## src/design/serial_adapter_pkg.sv

```systemverilog
// constants, register map and state types of the serial adapter control block
// assumes one 50 MHz clock and an axi4-lite master with 8-bit byte addresses
package serial_adapter_pkg;

   // ----------------------------------------------------------------
   // register map (byte addresses, one aligned word each)
   // ----------------------------------------------------------------
   localparam int ADDR_W = 8;
   localparam logic [7:0] DATA_OFS = 8'h00;
   localparam logic [7:0] STATUS_OFS = 8'h04;
   localparam logic [7:0] COMMAND_OFS = 8'h08;
   localparam logic [7:0] CONTROL_OFS = 8'h0c;
   localparam logic [7:0] COMMAND_RESET = 8'h00;
   localparam logic [7:0] CONTROL_RESET = 8'h00;
   localparam logic [4:0] COMMAND_SOFT_CLEAR = 5'h00;
   localparam logic [1:0] RESP_OKAY = 2'h0;
   localparam logic [1:0] RESP_SLVERR = 2'h2;

   // ----------------------------------------------------------------
   // field positions
   // ----------------------------------------------------------------
   localparam int CMD_ENABLE = 0;
   localparam int CMD_RX_IRQ_OFF = 1;
   localparam int CMD_ECHO = 4;
   localparam int CMD_PAR_EN = 5;
   localparam int CTL_STOP2 = 7;
   localparam int CTL_RX_SRC = 4;
   localparam logic [1:0] TXC_NO_RTS = 2'h0;
   localparam logic [1:0] TXC_IRQ_ON = 2'h1;
   localparam logic [1:0] TXC_BREAK = 2'h3;

   // ----------------------------------------------------------------
   // bit timing in 16x ticks
   // ----------------------------------------------------------------
   localparam logic [5:0] TICK_LAST = 6'h0f;
   localparam logic [5:0] START_CHECK_LAST = 6'h08;
   localparam logic [5:0] STOP_ONE_TICKS = 6'h10;
   localparam logic [5:0] STOP_HALF_TICKS = 6'h18;
   localparam logic [5:0] STOP_TWO_TICKS = 6'h20;
   localparam logic [3:0] FULL_WORD_BITS = 4'h8;
   localparam logic [3:0] SHORT_WORD_BITS = 4'h5;

   // crystal edges per 16x tick: documented divisor / 16, entry 0 is external x16
   localparam logic [11:0] DIV16_TABLE [16] = '{
      12'h001, 12'h900, 12'h600, 12'h418, 12'h358, 12'h300, 12'h180, 12'h0c0,
      12'h060, 12'h040, 12'h030, 12'h020, 12'h018, 12'h010, 12'h00c, 12'h006};

   typedef enum logic [2:0] {TX_IDLE, TX_START, TX_DATA, TX_PAR, TX_STOP} tx_state_e;
   typedef enum logic [2:0] {RX_IDLE, RX_START, RX_DATA, RX_PAR, RX_STOP, RX_WAIT} rx_state_e;

endpackage

```

## src/design/async_serial_adapter_control.sv

```systemverilog
// control, status and serial engine of an asynchronous serial adapter
// assumes synchronous pins, an axi4-lite master and crystal_in_pin slower than clk/2
//
// Design decisions made here: the AXI4-Lite register port and the register offsets.
`timescale 1ns/100ps
`default_nettype none
module async_serial_adapter_control
   import serial_adapter_pkg::*;
(
   input wire logic clk,
   input wire logic nrst,
   input wire logic [ADDR_W-1:0] s_axi_awaddr,
   input wire logic s_axi_awvalid,
   output logic s_axi_awready,
   input wire logic [31:0] s_axi_wdata,
   input wire logic [3:0] s_axi_wstrb,
   input wire logic s_axi_wvalid,
   output logic s_axi_wready,
   output logic [1:0] s_axi_bresp,
   output logic s_axi_bvalid,
   input wire logic s_axi_bready,
   input wire logic [ADDR_W-1:0] s_axi_araddr,
   input wire logic s_axi_arvalid,
   output logic s_axi_arready,
   output logic [31:0] s_axi_rdata,
   output logic [1:0] s_axi_rresp,
   output logic s_axi_rvalid,
   input wire logic s_axi_rready,
   input wire logic crystal_in_pin,
   input wire logic rx_clk_in,
   input wire logic rxd,
   output logic txd,
   input wire logic cts_n,
   input wire logic dcd_in,
   input wire logic dsr_in,
   output logic dtr_n,
   output logic rts_n,
   output logic irq_n
);

   // ----------------------------------------------------------------
   // bus slave
   // ----------------------------------------------------------------
   logic aw_full_reg, w_full_reg, w_lane_reg, bvalid_reg, rvalid_reg;
   logic [7:0] aw_addr_reg, w_data_reg, rdata_reg, rx_data_reg;
   logic [1:0] bresp_reg, rresp_reg;
   logic [7:0] cmd_reg, ctl_reg, status_word;
   logic wr_go, wr_ok, rd_go, rd_map, status_rd, data_rd;
   logic wr_data, prog_rst, wr_cmd, wr_ctl;

   assign s_axi_awready = ~aw_full_reg;
   assign s_axi_wready = ~w_full_reg;
   assign s_axi_bvalid = bvalid_reg;
   assign s_axi_bresp = bresp_reg;
   assign s_axi_arready = ~rvalid_reg;
   assign s_axi_rvalid = rvalid_reg;
   assign s_axi_rresp = rresp_reg;
   assign s_axi_rdata = {24'h000000, rdata_reg};

   assign wr_go = aw_full_reg & w_full_reg & ~bvalid_reg;
   assign wr_ok = wr_go & (aw_addr_reg[7:4] == 4'h0) & w_lane_reg;
   assign wr_data = wr_ok & (aw_addr_reg[7:2] == DATA_OFS[7:2]);
   assign prog_rst = wr_ok & (aw_addr_reg[7:2] == STATUS_OFS[7:2]);
   assign wr_cmd = wr_ok & (aw_addr_reg[7:2] == COMMAND_OFS[7:2]);
   assign wr_ctl = wr_ok & (aw_addr_reg[7:2] == CONTROL_OFS[7:2]);
   assign rd_go = s_axi_arvalid & ~rvalid_reg;
   assign rd_map = s_axi_araddr[7:4] == 4'h0;
   assign status_rd = rd_go & rd_map & (s_axi_araddr[7:2] == STATUS_OFS[7:2]);
   assign data_rd = rd_go & rd_map & (s_axi_araddr[7:2] == DATA_OFS[7:2]);

   always_ff @(posedge clk) begin
      if (!nrst) begin
         aw_full_reg <= 1'b0;
         w_full_reg <= 1'b0;
         aw_addr_reg <= 8'h00;
         w_data_reg <= 8'h00;
         w_lane_reg <= 1'b0;
         bvalid_reg <= 1'b0;
         bresp_reg <= RESP_OKAY;
      end else begin
         if (s_axi_awvalid && !aw_full_reg) begin
            aw_full_reg <= 1'b1;
            aw_addr_reg <= s_axi_awaddr;
         end
         if (s_axi_wvalid && !w_full_reg) begin
            w_full_reg <= 1'b1;
            w_data_reg <= s_axi_wdata[7:0];
            w_lane_reg <= s_axi_wstrb[0];
         end
         if (wr_go) begin
            aw_full_reg <= 1'b0;
            w_full_reg <= 1'b0;
            bvalid_reg <= 1'b1;
            bresp_reg <= (aw_addr_reg[7:4] == 4'h0) ? RESP_OKAY : RESP_SLVERR;
         end else if (s_axi_bready) begin
            bvalid_reg <= 1'b0;
         end
      end
   end

   always_ff @(posedge clk) begin
      if (!nrst) begin
         rvalid_reg <= 1'b0;
         rdata_reg <= 8'h00;
         rresp_reg <= RESP_OKAY;
      end else if (rd_go) begin
         rvalid_reg <= 1'b1;
         rresp_reg <= rd_map ? RESP_OKAY : RESP_SLVERR;
         case (s_axi_araddr[3:2])
            DATA_OFS[3:2]: rdata_reg <= rd_map ? rx_data_reg : 8'h00;
            STATUS_OFS[3:2]: rdata_reg <= rd_map ? status_word : 8'h00;
            COMMAND_OFS[3:2]: rdata_reg <= rd_map ? cmd_reg : 8'h00;
            default: rdata_reg <= rd_map ? ctl_reg : 8'h00;
         endcase
      end else if (s_axi_rready) begin
         rvalid_reg <= 1'b0;
      end
   end

   always_ff @(posedge clk) begin
      if (!nrst) begin
         cmd_reg <= COMMAND_RESET;
         ctl_reg <= CONTROL_RESET;
      end else if (prog_rst) begin
         cmd_reg[4:0] <= COMMAND_SOFT_CLEAR;
      end else begin
         if (wr_cmd) cmd_reg <= w_data_reg;
         if (wr_ctl) ctl_reg <= w_data_reg;
      end
   end

   // ----------------------------------------------------------------
   // baud generation and character format
   // ----------------------------------------------------------------
   logic xtal_prev_reg, rxc_prev_reg, tx_tick, rx_tick;
   logic [11:0] div_cnt_reg;
   logic [3:0] nbits;
   logic [5:0] stop_len;
   logic [7:0] data_mask;
   logic par_en, echo, rx_irq_en, tx_irq_en, brk;

   // external clock/16 at field 0, crystal divisors otherwise
   assign tx_tick = crystal_in_pin & ~xtal_prev_reg
      & (div_cnt_reg == DIV16_TABLE[ctl_reg[3:0]] - 12'h001);
   assign rx_tick = ctl_reg[CTL_RX_SRC] ? tx_tick : (rx_clk_in & ~rxc_prev_reg);
   assign nbits = FULL_WORD_BITS - {2'b00, ctl_reg[6:5]};
   assign data_mask = 8'hff >> ctl_reg[6:5];
   assign par_en = cmd_reg[CMD_PAR_EN];
   assign echo = cmd_reg[CMD_ECHO];
   assign stop_len = !ctl_reg[CTL_STOP2] ? STOP_ONE_TICKS
      : (nbits == SHORT_WORD_BITS && !par_en) ? STOP_HALF_TICKS : STOP_TWO_TICKS;
   assign rx_irq_en = cmd_reg[CMD_ENABLE] & ~cmd_reg[CMD_RX_IRQ_OFF];
   assign tx_irq_en = cmd_reg[CMD_ENABLE] & (cmd_reg[3:2] == TXC_IRQ_ON) & ~echo;
   assign brk = cmd_reg[3:2] == TXC_BREAK;

   always_ff @(posedge clk) begin
      if (!nrst) begin
         xtal_prev_reg <= 1'b0;
         rxc_prev_reg <= 1'b0;
         div_cnt_reg <= 12'h000;
      end else begin
         xtal_prev_reg <= crystal_in_pin;
         rxc_prev_reg <= rx_clk_in;
         if (tx_tick) div_cnt_reg <= 12'h000;
         else if (crystal_in_pin && !xtal_prev_reg) div_cnt_reg <= div_cnt_reg + 12'h001;
      end
   end

   function automatic logic par_bit(input logic [7:0] d, input logic [1:0] mode);
      case (mode)
         2'h0: par_bit = ~^d;
         2'h1: par_bit = ^d;
         2'h2: par_bit = 1'b1;
         default: par_bit = 1'b0;
      endcase
   endfunction

   // ----------------------------------------------------------------
   // transmitter
   // ----------------------------------------------------------------
   tx_state_e tx_state_reg;
   logic [5:0] tx_cnt_reg;
   logic [2:0] tx_bit_reg;
   logic [7:0] tx_hold_reg, tx_shift_reg;
   logic tx_empty_reg, tx_line_reg, tx_par_reg, tx_halt_reg, tx_take;
   logic [7:0] echo_sh_reg;

   assign tx_take = tx_tick & (tx_state_reg == TX_IDLE) & ~tx_empty_reg & ~tx_halt_reg & ~brk;

   always_ff @(posedge clk) begin
      if (!nrst) begin
         tx_state_reg <= TX_IDLE;
         tx_cnt_reg <= 6'h00;
         tx_bit_reg <= 3'h0;
         tx_hold_reg <= 8'h00;
         tx_shift_reg <= 8'h00;
         tx_empty_reg <= 1'b1;
         tx_line_reg <= 1'b1;
         tx_par_reg <= 1'b0;
         tx_halt_reg <= 1'b1;
      end else begin
         // stop only once holding and shift register are both empty
         if (cmd_reg[CMD_ENABLE]) tx_halt_reg <= 1'b0;
         else if (tx_empty_reg && tx_state_reg == TX_IDLE) tx_halt_reg <= 1'b1;
         if (tx_tick) begin
            tx_cnt_reg <= tx_cnt_reg + 6'h01;
            case (tx_state_reg)
               TX_IDLE: begin
                  tx_cnt_reg <= 6'h00;
                  tx_line_reg <= ~(brk & tx_empty_reg);
                  if (tx_take) begin
                     tx_shift_reg <= tx_hold_reg & data_mask;
                     tx_par_reg <= par_bit(tx_hold_reg & data_mask, cmd_reg[7:6]);
                     tx_empty_reg <= 1'b1;
                     tx_line_reg <= 1'b0;
                     tx_state_reg <= TX_START;
                  end
               end
               TX_START: if (tx_cnt_reg == TICK_LAST) begin
                  tx_cnt_reg <= 6'h00;
                  tx_bit_reg <= 3'h0;
                  tx_line_reg <= tx_shift_reg[0];
                  tx_state_reg <= TX_DATA;
               end
               TX_DATA: if (tx_cnt_reg == TICK_LAST) begin
                  tx_cnt_reg <= 6'h00;
                  tx_shift_reg <= tx_shift_reg >> 1;
                  tx_bit_reg <= tx_bit_reg + 3'h1;
                  tx_line_reg <= tx_shift_reg[1];
                  if ({1'b0, tx_bit_reg} == nbits - 4'h1) begin
                     tx_line_reg <= par_en ? tx_par_reg : 1'b1;
                     tx_state_reg <= par_en ? TX_PAR : TX_STOP;
                  end
               end
               TX_PAR: if (tx_cnt_reg == TICK_LAST) begin
                  tx_cnt_reg <= 6'h00;
                  tx_line_reg <= 1'b1;
                  tx_state_reg <= TX_STOP;
               end
               TX_STOP: if (tx_cnt_reg == stop_len - 6'h01) tx_state_reg <= TX_IDLE;
               default: tx_state_reg <= TX_IDLE;
            endcase
         end
         if (wr_data) begin
            tx_hold_reg <= w_data_reg;
            tx_empty_reg <= 1'b0;
         end
      end
   end

   // echo path: rxd delayed by eight 16x ticks, txd held high while cts_n is high
   always_ff @(posedge clk) begin
      if (!nrst) begin
         echo_sh_reg <= 8'hff;
         txd <= 1'b1;
      end else begin
         if (rx_tick) echo_sh_reg <= {echo_sh_reg[6:0], rxd};
         txd <= cts_n ? 1'b1 : (echo ? echo_sh_reg[7] : tx_line_reg);
      end
   end

   // ----------------------------------------------------------------
   // receiver
   // ----------------------------------------------------------------
   rx_state_e rx_state_reg;
   logic [5:0] rx_cnt_reg;
   logic [2:0] rx_bit_reg;
   logic [7:0] rx_sh_reg, rx_word;
   logic rx_par_reg, rx_full_reg, par_err_reg, frm_err_reg, ovr_reg, rx_deliver;

   assign rx_deliver = rx_tick & (rx_state_reg == RX_STOP) & (rx_cnt_reg == TICK_LAST);
   assign rx_word = rx_sh_reg >> ctl_reg[6:5];

   always_ff @(posedge clk) begin
      if (!nrst) begin
         rx_state_reg <= RX_IDLE;
         rx_cnt_reg <= 6'h00;
         rx_bit_reg <= 3'h0;
         rx_sh_reg <= 8'h00;
         rx_par_reg <= 1'b0;
      end else if (rx_tick) begin
         rx_cnt_reg <= rx_cnt_reg + 6'h01;
         case (rx_state_reg)
            RX_IDLE: begin
               rx_cnt_reg <= 6'h00;
               if (!rxd && cmd_reg[CMD_ENABLE]) rx_state_reg <= RX_START;
            end
            RX_START: if (rxd) begin
               rx_state_reg <= RX_IDLE;
            end else if (rx_cnt_reg == START_CHECK_LAST) begin
               rx_cnt_reg <= 6'h00;
               rx_bit_reg <= 3'h0;
               rx_state_reg <= RX_DATA;
            end
            RX_DATA: if (rx_cnt_reg == TICK_LAST) begin
               rx_cnt_reg <= 6'h00;
               rx_sh_reg <= {rxd, rx_sh_reg[7:1]};
               rx_bit_reg <= rx_bit_reg + 3'h1;
               if ({1'b0, rx_bit_reg} == nbits - 4'h1)
                  rx_state_reg <= par_en ? RX_PAR : RX_STOP;
            end
            RX_PAR: if (rx_cnt_reg == TICK_LAST) begin
               rx_cnt_reg <= 6'h00;
               rx_par_reg <= rxd;
               rx_state_reg <= RX_STOP;
            end
            RX_STOP: if (rx_cnt_reg == TICK_LAST) rx_state_reg <= rxd ? RX_IDLE : RX_WAIT;
            RX_WAIT: if (rxd) rx_state_reg <= RX_IDLE;
            default: rx_state_reg <= RX_IDLE;
         endcase
      end
   end

   always_ff @(posedge clk) begin
      if (!nrst) begin
         rx_data_reg <= 8'h00;
         rx_full_reg <= 1'b0;
         par_err_reg <= 1'b0;
         frm_err_reg <= 1'b0;
         ovr_reg <= 1'b0;
      end else begin
         if (data_rd) begin
            rx_full_reg <= 1'b0;
            ovr_reg <= 1'b0;
         end
         if (prog_rst) ovr_reg <= 1'b0;
         if (rx_deliver) begin
            if (rx_full_reg && !data_rd) begin
               ovr_reg <= 1'b1;
            end else begin
               rx_data_reg <= rx_word;
               rx_full_reg <= 1'b1;
               frm_err_reg <= ~rxd;
               par_err_reg <= par_en & ~cmd_reg[7]
                  & (rx_par_reg != par_bit(rx_word, cmd_reg[7:6]));
            end
         end
      end
   end

   // ----------------------------------------------------------------
   // interrupt and modem status
   // ----------------------------------------------------------------
   logic data_irq_reg, modem_pend_reg, dcd_st_reg, dsr_st_reg, rx_evt, tx_evt;

   assign rx_evt = rx_deliver & rx_irq_en;
   assign tx_evt = tx_take & tx_irq_en;

   always_ff @(posedge clk) begin
      if (!nrst) begin
         data_irq_reg <= 1'b0;
      end else begin
         if (status_rd) data_irq_reg <= 1'b0;
         if (rx_evt || tx_evt) data_irq_reg <= 1'b1;
      end
   end

   always_ff @(posedge clk) begin
      if (!nrst) begin
         modem_pend_reg <= 1'b0;
         dcd_st_reg <= 1'b0;
         dsr_st_reg <= 1'b0;
      end else if (prog_rst || !cmd_reg[CMD_ENABLE]) begin
         modem_pend_reg <= 1'b0;
         dcd_st_reg <= dcd_in;
         dsr_st_reg <= dsr_in;
      end else if (status_rd) begin
         modem_pend_reg <= 1'b0;
      end else if (!modem_pend_reg && (dcd_in != dcd_st_reg || dsr_in != dsr_st_reg)) begin
         modem_pend_reg <= 1'b1;
         dcd_st_reg <= dcd_in;
         dsr_st_reg <= dsr_in;
      end
   end

   assign status_word = {data_irq_reg | modem_pend_reg, dsr_st_reg, dcd_st_reg,
      tx_empty_reg & ~cts_n, rx_full_reg, ovr_reg, frm_err_reg, par_err_reg};
   assign irq_n = ~(data_irq_reg | modem_pend_reg);
   assign dtr_n = ~cmd_reg[CMD_ENABLE];
   assign rts_n = ~echo & (cmd_reg[3:2] == TXC_NO_RTS);

   // ----------------------------------------------------------------
   // assertions
   // ----------------------------------------------------------------
   a_status_read_clears:
      assert property (@(posedge clk) disable iff (!nrst)
         status_rd && !rx_evt && !tx_evt |=> irq_n && !status_word[7])
      else $error("interrupt not cleared by status read");
   a_modem_rearm:
      assert property (@(posedge clk) disable iff (!nrst)
         cmd_reg[CMD_ENABLE] && !modem_pend_reg && !status_rd && !prog_rst
         && dcd_in != dcd_st_reg |=> !irq_n)
      else $error("modem change did not raise interrupt");
   a_rx_full_set:
      assert property (@(posedge clk) disable iff (!nrst)
         rx_deliver && !rx_full_reg |=> rx_full_reg && rx_data_reg == $past(rx_word))
      else $error("received character not stored");
   a_tx_empty_take:
      assert property (@(posedge clk) disable iff (!nrst)
         tx_take && !wr_data |=> tx_empty_reg ##0 tx_state_reg == TX_START)
      else $error("transmit register not freed");
   a_prog_reset:
      assert property (@(posedge clk) disable iff (!nrst)
         prog_rst |=> dtr_n && !ovr_reg ##1 !modem_pend_reg)
      else $error("programmed reset effects missing");
   a_echo_rts:
      assert property (@(posedge clk) disable iff (!nrst) echo |-> !rts_n)
      else $error("rts not low in echo mode");
   a_disable_quiet:
      assert property (@(posedge clk) disable iff (!nrst)
         !cmd_reg[CMD_ENABLE] && irq_n && !prog_rst |=> irq_n)
      else $error("interrupt raised while disabled");
   a_false_start:
      assert property (@(posedge clk) disable iff (!nrst)
         rx_tick && rx_state_reg == RX_START && rxd |=> rx_state_reg == RX_IDLE)
      else $error("false start not rejected");
   a_odd_parity:
      assert property (@(posedge clk) disable iff (!nrst)
         tx_take && cmd_reg[7:5] == 3'h1 |=> ^{tx_shift_reg, tx_par_reg})
      else $error("odd parity wrong");
   a_echo_delay:
      assert property (@(posedge clk) disable iff (!nrst)
         echo && !cts_n |=> txd == $past(echo_sh_reg[7]))
      else $error("echo path wrong");

endmodule // async_serial_adapter_control
`default_nettype wire

```

## config.mk

```make
export PLATFORM = sky130hd
export DESIGN_NAME = async_serial_adapter_control
export DESIGN_NICKNAME = d
export VERILOG_FILES = /design/src/design/serial_adapter_pkg.sv /design/src/design/async_serial_adapter_control.sv
export SDC_FILE = /design/constraint.sdc
export NUM_CORES = 1
export LEC_CHECK = 0
export BUFFER_PORTS_ARGS = -buffer_cell sky130_fd_sc_hd__buf_2
export CELL_PAD_IN_SITES_DETAIL_PLACEMENT = 1
export CELL_PAD_IN_SITES_GLOBAL_PLACEMENT = 1
export CORE_MARGIN = 2
export CORE_UTILIZATION = 43
export CTS_CLUSTER_SIZE = 10
export DETAILED_ROUTE_END_ITERATION = 7
export HOLD_SLACK_MARGIN = 0.05
export PLACE_DENSITY = 0.88
export RECOVER_POWER = 50
export SYNTH_ARGS = -nofsm -noshare
export SYNTH_HDL_FRONTEND = slang
export SYNTH_SLANG_ARGS = --single-unit
```

## constraint.sdc

```tcl
create_clock -name clk -period 4.1 [get_ports clk]
set_input_delay 0.615 -clock clk [delete_from_list [all_inputs] [get_ports clk]]
set_output_delay 0.615 -clock clk [all_outputs]
set_load 0.02 [all_outputs]
```

# After elaboration in Yosys (flattened, before gate mapping)
# Memories as Yosys holds them, arrays and structs flattened.
# Cells that the tools add are included.
# W data, S select, Z words.
# totals
mem_bits_ro	192
reg_bits	141
out_inout_bits	45
mem_count	1
inputBits	65
# mem_list
name	words	word_bits	rd	rd_ports_with_merged_regs	wr	line	source
(name not given)	16	12	1	0	0	async_serial_adapter_control.sv:144	& (div_cnt_reg == DIV16_TABLE[ctl_reg[3:0]] - 12'h001);
# op_classes
n_lt_le_gt_ge	1
n_addsub	9
eq_ne	46
n_reduce_logical	65
n_bitwise	54
muxes	84
shift	2
# ops
cell	count
$mux W3	21
$mux W8	6
$mux W1	36
$mux W6	6
$and A1 B1 Y1	31
$ne A2 B2 Y1 const B	13
$mux W12	2
$pmux W8 S3	1
$reduce_bool A2 Y1	11
$not A1 Y1	20
$eq A6 B4 Y1 const B	3
$pmux W3 S6	1
$pmux W6 S3	1
$pmux W8 S2	1
$reduce_xnor A8 Y1	2
$reduce_xor A8 Y1	2
$pmux W3 S5	1
$add A12 B1 Y12 const B	1
$add A6 B1 Y6 const B	2
$eq A12 B12 Y1	1
$eq A3 B2 Y1 const B	4
$eq A6 B1 Y1 const B	2
$eq A6 B2 Y1 const B	2
$logic_not A6 Y1	2
41 further kinds	89

# Longest topological paths before layout
# logic_depth
word_depth	15
ltp_mapped	13
ltp_nobuf	10

# Worst setup path after synthesis
# OpenSTA, ideal clock, no wires.
# synth_path
kind	register to register
startpoint	register ctl_reg[0]
endpoint	register rx_data_reg[6]
t_arrival_ps	3069
t_required_ps	4040
synth_period_minus_slack_ps	3129
stages_incl_launch_ff	12
slack_ps	971
path_buffers	1
cell_sequence	dfxtp_1 -> inv_1 -> ha_1 -> nor4bb_1 -> a311oi_1 -> or3_1 -> xnor2_1 -> or2_1 -> or4_4 -> buf_6 -> a2111oi_4 -> a41o_1
# synth_between
elab_chain_len	11
# synth_lines
element	line	source
from (decl)	async_serial_adapter_control.sv:47	logic [7:0] cmd_reg, ctl_reg, status_word;
from (signal assigned)	async_serial_adapter_control.sv:128	if (wr_ctl) ctl_reg <= w_data_reg;
$not A4 Y5 (implied by the code)	async_serial_adapter_control.sv:144	
$mem_v2 Z16 W12	n/a	
$mux W12 (implied by the code) (2 in a row)	async_serial_adapter_control.sv:144	
$sub A12 B1 Y12	async_serial_adapter_control.sv:144	
$eq A12 B12 Y1	async_serial_adapter_control.sv:144	
$and A1 B1 Y1	async_serial_adapter_control.sv:144	
$mux W1	async_serial_adapter_control.sv:145	assign rx_tick = ctl_reg[CTL_RX_SRC] ? tx_tick : (rx_clk_in & ~rxc_prev_reg);
$and A1 B1 Y1 (2 in a row)	async_serial_adapter_control.sv:271	assign rx_deliver = rx_tick & (rx_state_reg == RX_STOP) & (rx_cnt_reg == TICK_LAST);
$reduce_and A2 Y1 (no source line)	n/a	
to (signal assigned)	async_serial_adapter_control.sv:331	rx_data_reg <= rx_word;
to (decl)	async_serial_adapter_control.sv:45	logic [7:0] aw_addr_reg, w_data_reg, rdata_reg, rx_data_reg;
# No other way between the ends. The select of a mux whose other input is x is not followed.
# A chain may end at the register's enable or synchronous reset.

# Final worst setup path
# layout_path
startpoint	register ctl_reg[1]
endpoint	register par_err_reg
# layout_between
elab_chain_len	11
# layout_lines
element	line	source
$not A4 Y5 (implied by the code)	async_serial_adapter_control.sv:144	
$mem_v2 Z16 W12	n/a	
$mux W12 (implied by the code) (2 in a row)	async_serial_adapter_control.sv:144	
$sub A12 B1 Y12	async_serial_adapter_control.sv:144	
$eq A12 B12 Y1	async_serial_adapter_control.sv:144	
$and A1 B1 Y1	async_serial_adapter_control.sv:144	
$mux W1	async_serial_adapter_control.sv:145	
$and A1 B1 Y1 (2 in a row)	async_serial_adapter_control.sv:271	
$reduce_and A2 Y1 (no source line)	n/a	
to (signal assigned)	async_serial_adapter_control.sv:334	par_err_reg <= par_en & ~cmd_reg[7]
to (decl)	async_serial_adapter_control.sv:269	logic rx_par_reg, rx_full_reg, par_err_reg, frm_err_reg, ovr_reg, rx_deliver;
# No other way between the ends. The select of a mux whose other input is x is not followed.

==> metrics <==
H-tree depth 4; P_leak 0.00337 uW; CP max FO 10; Power Dens Cells 359 nW/um^2; commonest cells after routing, fill and taps aside nand2_1 (141), dfxtp_1 (137), nor2_1 (85); max reg flops 12; Clock power frac 0.500; wire per inst 19.4 um; Die ar. 19500 um^2; gr ovfl total 0; sequential element share of the synthesized area 0.346; Layout Area Growth over Synthesis 11.5%; Root Buffer clkbuf_16; Slew @ Worst Pin 1.64 ns; Final Non-Filler Cells 1252; Die Height 140 um; Relative slew margins -0.0912; Slew Viols, Final 83; Final nets 1091; DIE WIDTH 140 um; Worst EP required 4.44 ns; initial core utilization 0.439; row count 49; CP Capture Type flop; Yosys cell types 84; Vias per Instance 5.92; CTS tree yes; failing checks capacitance limit, slew limit; Avg Cell Area, Syn 8.10 um^2; Net Sw Frac 0.258; core box area 18000 um^2; worst hold path depth 2; Data arrival, critical path 4.21 ns; Worst R2R Path Depth 10; Final ANT Viol Nets 0; hold path endpoint s_axi_rvalid; Ant. Diodes 0; f_max 258 MHz; r2r startpoint ctl_reg[1]; switching power 820 uW; Reg2Reg Setup Slack 0.23 ns; Seq pwr share 0.433; Comb pwr share 0.066; vias post-DR 7410; GRT Overall Usage 0.249; Mapped Area 7920 um^2; vias in the first global route 7706; Post-synth EDFFs 0; Remaining DRCs 0; #FFs+latches synth 137; crit path kind reg -> reg; post-placement cell count 1220; CTS buffer count 17; Clock Sinks 137; IO Count 110; run status finished with violations; fin util 0.490; WL final 24.2 mm; Max Root-Sink Buffers 2; Min Hold Slack 0.356 ns; Post-DP Area 8260 um^2; initial antenna violation count 0; GPL Wtd Cong 0.844; Final Instance Area 8830 um^2; unrepaired setup endpoints after global routing false; IR drop worst, VDD 508 uV; hold path startpoint s_axi_rready; 1st-iter DRT viols 435; # port buffers 52; Final Hold Vio Count 0; synthesis warning total 0; final setup violation count 0; HPWL Detailed 16.2 mm; Clock transition at path regs 0.07 ns; FFs w/ async S/R, synth 0; Synth Flop Type dfxtp_1; first-pass GRT wire length 39.3 mm; commonest non-fill, non-tap cell in the layout nand2_1; drt pass-1 iters 5; Cell Int Power 2350 uW; largest net degree at the start of global routing 83; Hold Path Class in -> reg; layout cell share with drive strength beyond 1 0.109; worst skew pair latency 0.43 ns; r2r endpoint par_err_reg; # Max-Cap Violations 1; fin crit share 0.944; Final min period 3.87 ns; Final TNS setup 0 ns; Setup crit start kind flop; cells after synthesis 977; clk_skew 0.0147 ns
[cell type report]
cell class | instances | area [um^2]
well taps | 229 | 287
repair buffers | 73 | 383
flip-flops and latches | 137 | 2740
inverters | 22 | 82.6
multi-input cells | 760 | 4740
clock buffers | 20 | 457
clock inverters | 11 | 136
fillers | 2202 | 9190
[how the worst max path moves through the flow]
stage / startpoint / endpoint / cells past startpoint
4_1_cts: ctl_reg[1] / rx_state_reg[2] / 10
6_report: ctl_reg[1] / par_err_reg / 10
2_1_floorplan: ctl_reg[0] / rx_data_reg[6] / 11
3_3_place_gp: ctl_reg[1] / rx_state_reg[1] / 10
5_1_grt: ctl_reg[1] / rx_par_reg / 10
3_5_place_dp: ctl_reg[1] / rx_state_reg[0] / 10
[timing repair]
| item | in CTS | in global routing |
|---|---|---|
| setup endpoints to repair | 0 | 16 |
| hold buffers | 0 | 0 |
| buffers inserted | 0 | 1 |
| resized for setup | 0 | 4 |
[cell families (layout without fill, tap and decap cells)]
kind of cell    Yosys count  in the layout  share of synthesized area
xor+xnor                 45             45                     0.0515
compound gates          224            224                      0.188
simple gates            395            395                      0.245
buf+inv                 105            126                     0.0676
fa+ha+maj                15             15                     0.0237
other cells               1             26                   0.000474
mux                      55             55                     0.0776
flops                   137            137                      0.346
[metal layers]
metal,wire [um],vias up,part of all wire,GRT usage
met1,10000,3625,0.41,0.290
met2,12200,237,0.50,0.434
met3,1240,56,0.051,0.0564
li1,-,3492,-,-
met4,784,0,0.032,0.112
met5,0,-,0,0
[critical path: stages (launching register included)]
cell      delay, ns
dfxtp_1        0.66
inv_1          0.24
ha_1           0.39
nor4bb_1       0.31
a311oi_1       0.09
or3_1          0.42
xnor2_1        0.19
or2_1          0.28
or4_4          0.62
nand2_2        0.30
mux2i_1        0.28
[synth_stat cells (3+ instances only)]
cell      instances  share of area
a211o_1           4         0.0044
a211oi_1          9         0.0085
a21o_1           11          0.010
a21oi_1          84          0.053
a22o_1            6         0.0066
a22oi_1          10         0.0095
a311oi_1          7         0.0077
a31o_2            4         0.0044
a31oi_1           6         0.0047
and2_1            8         0.0063
and3_1           13          0.010
and4_1            3         0.0033
buf_1             3         0.0014
buf_2             5         0.0032
buf_4            29          0.027
clkbuf_1         43          0.020
dfxtp_1         137           0.35
ha_1             15          0.024
inv_1            22          0.010
mux2i_1          49          0.062
mux4_2            5          0.014
nand2_1         141          0.067
nand2b_1         15          0.012
nand3_1          42          0.027
nand4_1          12         0.0095
nand4b_1          7         0.0077
nor2_1           85          0.040
nor2b_1           8         0.0063
nor3_1           19          0.012
nor3b_1           4         0.0038
nor4_1            5         0.0040
o211ai_1          5         0.0047
o21ai_0          34          0.021
o22ai_1           6         0.0047
o31ai_1           3         0.0028
o32ai_1           3         0.0033
or3_1            11         0.0087
xnor2_1          25          0.028
xor2_1           19          0.021
[power groups by stage]
stage	clock network, uW	logic (uW)	registers [uW]
finish	1590	211	1370
floorplan	0	160	1400
global route	1650	233	1380
CTS	1590	213	1370
detailed placement	0	209	1400
global placement	0	203	1400
[metrics by stage]
| step | worst slack [ns] | total power [uW] |
|---|---|---|
| 6_report | 0.228 | 3170 |
| 2_1_floorplan | 0.971 | 1560 |
| 3_5_place_dp | 0.238 | 1610 |
| 5_1_grt | 0.0480 | 3260 |
| 4_1_cts | 0.101 | 3180 |
| 3_3_place_gp | 0.453 | 1610 |
No activity file was read; power rests on OpenSTA's default activity.
